### config.mk
export PLATFORM = sky130hd
export DESIGN_NAME = ras_regs
export DESIGN_NICKNAME = d
export VERILOG_FILES = /design/src/shared/ras_pkg.sv /design/src/shared/ras_acc_if.sv /design/src/verilog/ras_bit.sv /design/src/verilog/ras_regs.sv
export SDC_FILE = /design/constraint.sdc
export NUM_CORES = 1
export LEC_CHECK = 0
export BUFFER_PORTS_ARGS = -buffer_cell sky130_fd_sc_hd__buf_4
export CORE_AREA = 2 2 190 192
export CTS_BUF_LIST = sky130_fd_sc_hd__clkbuf_8 sky130_fd_sc_hd__clkbuf_16
export DETAILED_ROUTE_END_ITERATION = 10
export DIE_AREA = 0 0 192 194
export MAX_ROUTING_LAYER = met4
export SYNTH_ARGS = -nofsm -noshare
export SYNTH_HDL_FRONTEND = slang
export SYNTH_SLANG_ARGS = --single-unit
### constraint.sdc
create_clock -name clk -period 2 [get_ports clk]
set_input_delay 0.4 -clock clk [delete_from_list [all_inputs] [get_ports clk]]
set_output_delay 0.4 -clock clk [all_outputs]
set_load 0.005 [all_outputs]
### src/shared/ras_pkg.sv
package ras_pkg;
  // Access types of one register bit
  typedef enum logic [2:0] {
    RAS_READ_ONLY,
    RAS_READ_CLEAR,
    RAS_WRITE_ONLY,
    RAS_WRITE_ONE_CLEAR,
    RAS_LATCH_LOW_STATUS,
    RAS_LATCH_HIGH_STATUS,
    RAS_SELF_CLEARING,
    RAS_RESERVED
  } ras_type_t;

  // Management paths that may reach the register space
  typedef enum logic [1:0] {
    RAS_SRC_SPI,
    RAS_SRC_I2C,
    RAS_SRC_INBAND,
    RAS_SRC_MIIM
  } ras_src_t;

  localparam int          RAS_WIDTH      = 16;
  localparam int          RAS_NREG       = 8;
  localparam int          RAS_AW         = 3;
  localparam int          RAS_NSRC       = 4;
  localparam logic [15:0] RAS_DATA_RESET = 16'h0000;
  localparam logic [15:0] RAS_WO_READ    = 16'h0000;
  localparam logic [15:0] RAS_RSVD_READ  = 16'h0000;
  localparam logic        RAS_LL_RESET   = 1'b1;
  localparam logic        RAS_LH_RESET   = 1'b0;
endpackage : ras_pkg

### src/shared/ras_acc_if.sv
// One arbitrated register access between the front end and the bit array
interface ras_acc_if;
  logic                         rd;
  logic                         wr;
  logic [ras_pkg::RAS_AW-1:0]   addr;
  logic [ras_pkg::RAS_WIDTH-1:0] wdata;
  logic [ras_pkg::RAS_WIDTH-1:0] rdata;

  modport master (output rd, output wr, output addr, output wdata, input rdata);
  modport slave  (input rd, input wr, input addr, input wdata, output rdata);
endinterface : ras_acc_if

### src/verilog/ras_bit.sv
// One register bit with a selectable access type
module ras_bit #(
  parameter ras_pkg::ras_type_t KIND = ras_pkg::RAS_READ_ONLY
) (
  // Clock and reset
  input  wire logic clk,
  input  wire logic rst,
  // Access
  input  wire logic rd,
  input  wire logic wr,
  input  wire logic wbit,
  // Hardware side
  input  wire logic hw_val,
  input  wire logic hw_set,
  // Read value
  output logic      rbit
);
  logic state;
  logic next_state;

  always_comb begin
    next_state = state;
    unique case (KIND)
      ras_pkg::RAS_READ_ONLY:         next_state = hw_val;
      ras_pkg::RAS_READ_CLEAR: begin
        // Set wins over the read clear; read value taken from old state
        if (rd) next_state = 1'b0;
        if (hw_set) next_state = 1'b1;
      end
      ras_pkg::RAS_WRITE_ONLY:        if (wr) next_state = wbit;
      ras_pkg::RAS_WRITE_ONE_CLEAR: begin
        if (wr && wbit) next_state = 1'b0;
        if (hw_set) next_state = 1'b1;
      end
      ras_pkg::RAS_LATCH_LOW_STATUS: begin
        if (rd) next_state = hw_val;
        else if (!hw_val) next_state = 1'b0;
      end
      ras_pkg::RAS_LATCH_HIGH_STATUS: begin
        if (rd) next_state = hw_val;
        else if (hw_val) next_state = 1'b1;
      end
      ras_pkg::RAS_SELF_CLEARING: begin
        // Set by a written one, cleared when the action completes
        if (state && hw_set) next_state = 1'b0;
        if (wr && wbit) next_state = 1'b1;
      end
      ras_pkg::RAS_RESERVED:          next_state = 1'b0;
    endcase
  end

  always_ff @(posedge clk) begin
    if (rst) begin
      if (KIND == ras_pkg::RAS_LATCH_LOW_STATUS) state <= ras_pkg::RAS_LL_RESET;
      else state <= ras_pkg::RAS_LH_RESET;
    end else begin
      state <= next_state;
    end
  end

  always_comb begin
    unique case (KIND)
      // Live value, so a read returns the condition of the access cycle
      ras_pkg::RAS_READ_ONLY:  rbit = hw_val;
      ras_pkg::RAS_WRITE_ONLY: rbit = 1'b0;
      ras_pkg::RAS_RESERVED:   rbit = 1'b0;
      default:                 rbit = state;
    endcase
  end
endmodule : ras_bit

### src/verilog/ras_regs.sv
// Behaviour
// read_only bits return live value; writes ignored.
// read_clear bits return contents, then clear; writes ignored.
// write_only bits accept writes; reads return meaningless data.
// write_one_clear bits clear on written one; zero leaves them.
// latch_low_status bit stays low after condition low until read.
// reading latch_low_status releases latch; bit follows live high again.
// latch_high_status bit stays high after condition high until read.
// reading latch_high_status releases latch; bit follows live low again.
// self_clearing bits clear themselves, ignore zero writes, stay readable.
// software writes zeros to reserved bits, ignores their read value.
// whole register space reachable over SPI, I2C or in-band frames.
// PHY registers reachable through the MIIM management interface.
// names ending _n are asserted low, both sides.
// latch release takes effect after the read data is captured.
module ras_regs #(
  // Access type of each bit, row by row (index reg*16+bit)
  parameter ras_pkg::ras_type_t KIND [ras_pkg::RAS_NREG*ras_pkg::RAS_WIDTH] =
    '{default: ras_pkg::RAS_READ_ONLY},
  // Registers reachable by the MIIM path (PHY registers)
  parameter logic [ras_pkg::RAS_NREG-1:0] PHY_MAP = 8'h0f
) (
  // Clock and reset
  input  wire logic                                            clk,
  input  wire logic                                            rst,
  // Requests from the management paths, one per ras_src_t
  input  wire logic [ras_pkg::RAS_NSRC-1:0]                    req_rd,
  input  wire logic [ras_pkg::RAS_NSRC-1:0]                    req_wr,
  input  wire logic [ras_pkg::RAS_NSRC-1:0][ras_pkg::RAS_AW-1:0] req_addr,
  input  wire logic [ras_pkg::RAS_NSRC-1:0][ras_pkg::RAS_WIDTH-1:0] req_wdata,
  // Answer
  output logic [ras_pkg::RAS_NSRC-1:0]                         ack,
  output logic [ras_pkg::RAS_WIDTH-1:0]                        rdata,
  output logic                                                 busy_n,
  // Hardware status
  input  wire logic [ras_pkg::RAS_NREG*ras_pkg::RAS_WIDTH-1:0] hw_val,
  input  wire logic [ras_pkg::RAS_NREG*ras_pkg::RAS_WIDTH-1:0] hw_set,
  // Register contents for the block's own logic; write-only bits hold the written value
  output logic [ras_pkg::RAS_NREG*ras_pkg::RAS_WIDTH-1:0]      ctrl
);
  localparam int NB = ras_pkg::RAS_NREG * ras_pkg::RAS_WIDTH;

  ras_acc_if acc ();

  logic [ras_pkg::RAS_NSRC-1:0]   grant;
  logic [ras_pkg::RAS_NSRC-1:0]   next_ack;
  logic [ras_pkg::RAS_WIDTH-1:0]  next_rdata;
  logic                           next_busy_n;
  logic [NB-1:0]                  rbits;
  logic [NB-1:0]                  next_ctrl;

  // Fixed priority SPI > I2C > in-band > MIIM; MIIM limited to PHY rows
  always_comb begin
    grant     = '0;
    acc.rd    = 1'b0;
    acc.wr    = 1'b0;
    acc.addr  = '0;
    acc.wdata = '0;
    for (int s = ras_pkg::RAS_NSRC - 1; s >= 0; s--) begin
      if (req_rd[s] || req_wr[s]) begin
        grant     = '0;
        grant[s]  = 1'b1;
        acc.addr  = req_addr[s];
        acc.wdata = req_wdata[s];
        acc.rd    = req_rd[s];
        acc.wr    = req_wr[s] && !req_rd[s];
      end
    end
    if (grant[ras_pkg::RAS_SRC_MIIM] && !PHY_MAP[acc.addr]) begin
      acc.rd = 1'b0;
      acc.wr = 1'b0;
    end
  end

  genvar g;
  generate
    for (g = 0; g < NB; g++) begin : g_bit
      localparam int R = g / ras_pkg::RAS_WIDTH;
      logic sel;
      assign sel = (acc.addr == R[ras_pkg::RAS_AW-1:0]);
      ras_bit #(.KIND(KIND[g])) u_bit (
        .clk    (clk),
        .rst    (rst),
        .rd     (acc.rd && sel),
        .wr     (acc.wr && sel),
        .wbit   (acc.wdata[g % ras_pkg::RAS_WIDTH]),
        .hw_val (hw_val[g]),
        .hw_set (hw_set[g]),
        .rbit   (rbits[g])
      );
    end
  endgenerate

  always_comb begin
    acc.rdata   = rbits[acc.addr*ras_pkg::RAS_WIDTH +: ras_pkg::RAS_WIDTH];
    next_ack    = grant & {ras_pkg::RAS_NSRC{acc.rd || acc.wr}};
    // Captured in the same edge that releases latches and clears bits
    next_rdata  = acc.rd ? acc.rdata : rdata;
    next_busy_n = !(acc.rd || acc.wr);
    next_ctrl   = rbits;
    for (int i = 0; i < NB; i++) begin
      if (KIND[i] == ras_pkg::RAS_WRITE_ONLY) next_ctrl[i] = ctrl[i];
    end
    if (acc.wr) begin
      for (int b = 0; b < ras_pkg::RAS_WIDTH; b++) begin
        if (KIND[acc.addr*ras_pkg::RAS_WIDTH + b] == ras_pkg::RAS_WRITE_ONLY) begin
          next_ctrl[acc.addr*ras_pkg::RAS_WIDTH + b] = acc.wdata[b];
        end
      end
    end
  end

  always_ff @(posedge clk) begin
    if (rst) begin
      ack    <= '0;
      rdata  <= ras_pkg::RAS_DATA_RESET;
      busy_n <= 1'b1;
      ctrl   <= '0;
    end else begin
      ack    <= next_ack;
      rdata  <= next_rdata;
      busy_n <= next_busy_n;
      ctrl   <= next_ctrl;
    end
  end
endmodule : ras_regs
==> reports/metrics.yaml <==
run_status:
  status: "finished clean"
sta:
  maxSlewHeadroom: 0.5602
  rsz0062_at_grt: "true"
  finalSetupViolations: 0
  slew_violations: 0
  fin_tns_setup_ps: 0
  tightest_slew_ps: 659.7
  final_hold_viol_count: 0
  layout_setup_ws_ps: 53.29
  max_freq_mhz: 513.7
  skew_ps: 0
  fin_crit_ps: 1947
  period_share: 0.9734
grt:
  grt_pass1_wl_um: 30170
  grt_pass1_vias: 4931
  antenna_found_initial: 0
  gr-total-overflow: 0
  grt_usage: 0.1168
  grt_max_degree: 86
routing:
  via_per_inst: 3.676
  wl_um: 22060
  vias: 4724
  drt_iter0_drc: 156
  dr.pass1.iters: 6
  post_drt_wl_per_cell_um: 17.17
  drc: 0
  antenna_left: 0
die:
  io_pins: 491
  die_height_um: 194
  die_width_um: 192
  start_util: 0.1509
  rows: 69
  die_area_um2: 37250
  core_um2: 35220
power_and_ir_drop:
  p_leak_nw: 4.218
  p_per_area_nw_per_um2: 856.5
  peakVddDrop_uv: 588.5
  total_power_mw: 7.930
synthesis:
  seq_area_frac_synth: 0.5612
  ys_top_cells_by_area: "dfxtp_1 (56%), nor2b_1 (15%), mux2i_1 (11%), a2bb2oi_1 (2.6%), o221ai_1 (2.6%)"
  synth_top_area_frac: 0.5612
  postSynthAreaPerCell_um2: 11.36
  syn_inst: 468
  yosys.cell_types.count: 40
  synth-seq-cells: 149
  syn-cell-area_um2: 5315
  synth_warnings: 0
  synth_area_leader_cell: "dfxtp_1"
  synth.net_count: 810
final_layout:
  mostFrequentLayoutCell: "buf_4"
  drive_above_1_share: 0.5036
  area_growth_syn_to_layout_pct: 74.20
  finalNetCount: 1153
  insertedDiodeCount: 0
  final_cell_mix: "buf_4 (341), dfxtp_1 (149), nor2b_1 (128), mux2i_1 (56), clkbuf_16 (19)"
clock_tree:
  clkTransAtPathRegs_ps: 70
  cts_buffers: 17
  cts_tree: "built"
  htreeDepth: 4
  clock_latency_ps: 440
  root_buffer: "clkbuf_16"
  cts.path.max_buffers: 2
  cts.sinks: 149
critical_path:
  worstPathArrival_ps: 2310
  critPathKind: "input port to flip-flop"
  worstSetupStartpointType: "input port"
  required_ps: 2360
  end_kind: "flip-flop"
  crit_fanout: 6
worst_hold_path:
  hold_path_class: "input port to flip-flop"
placement:
  portBuffers: 298
  dp_hpwl_um: 16390
  dp_slack_ps: -528.4
  place_congestion: 0.8655
flow_run:
  cap_violations: 0
==> worst paths after layout <==
| kind | start | end | slack [ps] | cells after the start |
|---|---|---|---|---|
| setup / recovery | req_rd[2] | rdata[9] | 50 | 9 |
| hold / removal | req_addr[11] | ack[3] | 140 | 2 |
| setup reg to reg | rdata[0] | rdata[0] | 1260 | 2 |
| hold reg to reg | rdata[6] | rdata[6] | 570 | 2 |
==> worst max-delay path, cell delays in order <==
cell	delay, ps
buf_4	110
or2_4	250
o211ai_2	210
o221ai_2	140
or4_4	600
buf_12	180
buf_8	130
o22a_1	200
o221ai_1	80
==> layout make-up <==
class / count / area (um2)
fillers: 3756 / 25960
flip-flops and latches: 149 / 2983
repair buffers: 355 / 2830
multi-input cells: 287 / 2280
well taps: 461 / 576.8
clock buffers: 17 / 425.4
clock inverters: 15 / 160.2
inverters: 1 / 3.754
==> synthesized netlist by cell type, drive strengths merged <==
cell / count
dfxtp: 149
nor2b: 128
mux2i: 61
clkbuf: 18
a2bb2oi: 16
o221ai: 16
o22a: 15
buf: 14
o21ai: 9
nor2: 8
o211ai: 4
mux2: 3
nor3: 3
nand2: 2
nand2b: 2
nand3: 2
nor4: 2
o21bai: 2
o221a: 2
a21bo: 1
a21oi: 1
a221oi: 1
a32oi: 1
and2: 1
inv: 1
nand4: 1
o2111ai: 1
or2: 1
or3: 1
or4: 1
or4b: 1
==> cells by family after synthesis <==
group | share of synthesized area
DFF | 0.5612
buffers and inverters | 0.02919
muxes | 0.1212
AOI/OAI and AO/OA | 0.1090
and+or+nand+nor | 0.1794
==> sequential cells by signal (all words and copies together) (netlist names) <==
name    count
ctrl      128
busy_n      1
rdata      16
ack         4
==> what timing repair did <==
item,4_1_cts,5_1_grt
gates cloned,0,3
setup buffers,0,5
pin swaps,0,4
gates resized for setup,3,24
endpoints found under the setup margin,5,15
hold buffers,0,0
==> report_power, final <==
| group | switching, mW | total, mW | leakage (nW) | internal, mW |
|---|---|---|---|---|
| sequential | 0.0635 | 3.22 | 1.24 | 3.15 |
| combinational | 0.567 | 1.36 | 2.69 | 0.798 |
| clock | 1.57 | 3.35 | 0.289 | 1.78 |
| total | 2.20 | 7.93 | 4.22 | 5.73 |
==> stage by stage <==
stage	std cells	util	hold WS [ps]	instance area, um2
floorplan	468	-	477.9	5330
detailed placement	1245	0.2396	554.1	8441
global placement	1245	0.2396	544.9	8441
CTS	1277	0.2566	110.6	9040
global route	1285	0.2629	112.8	9259
finish	1285	0.2629	137.9	9259
==> per-layer routing <==
layer	track usage	wire [um]	vias to the layer above
met3	0.03511	1480	20
met4	0.04297	405	0
met1	0.1388	9791	2199
met2	0.1855	10390	191
met5	-	0	-
li1	-	-	2314
No activity file was read; power rests on OpenSTA's default activity.
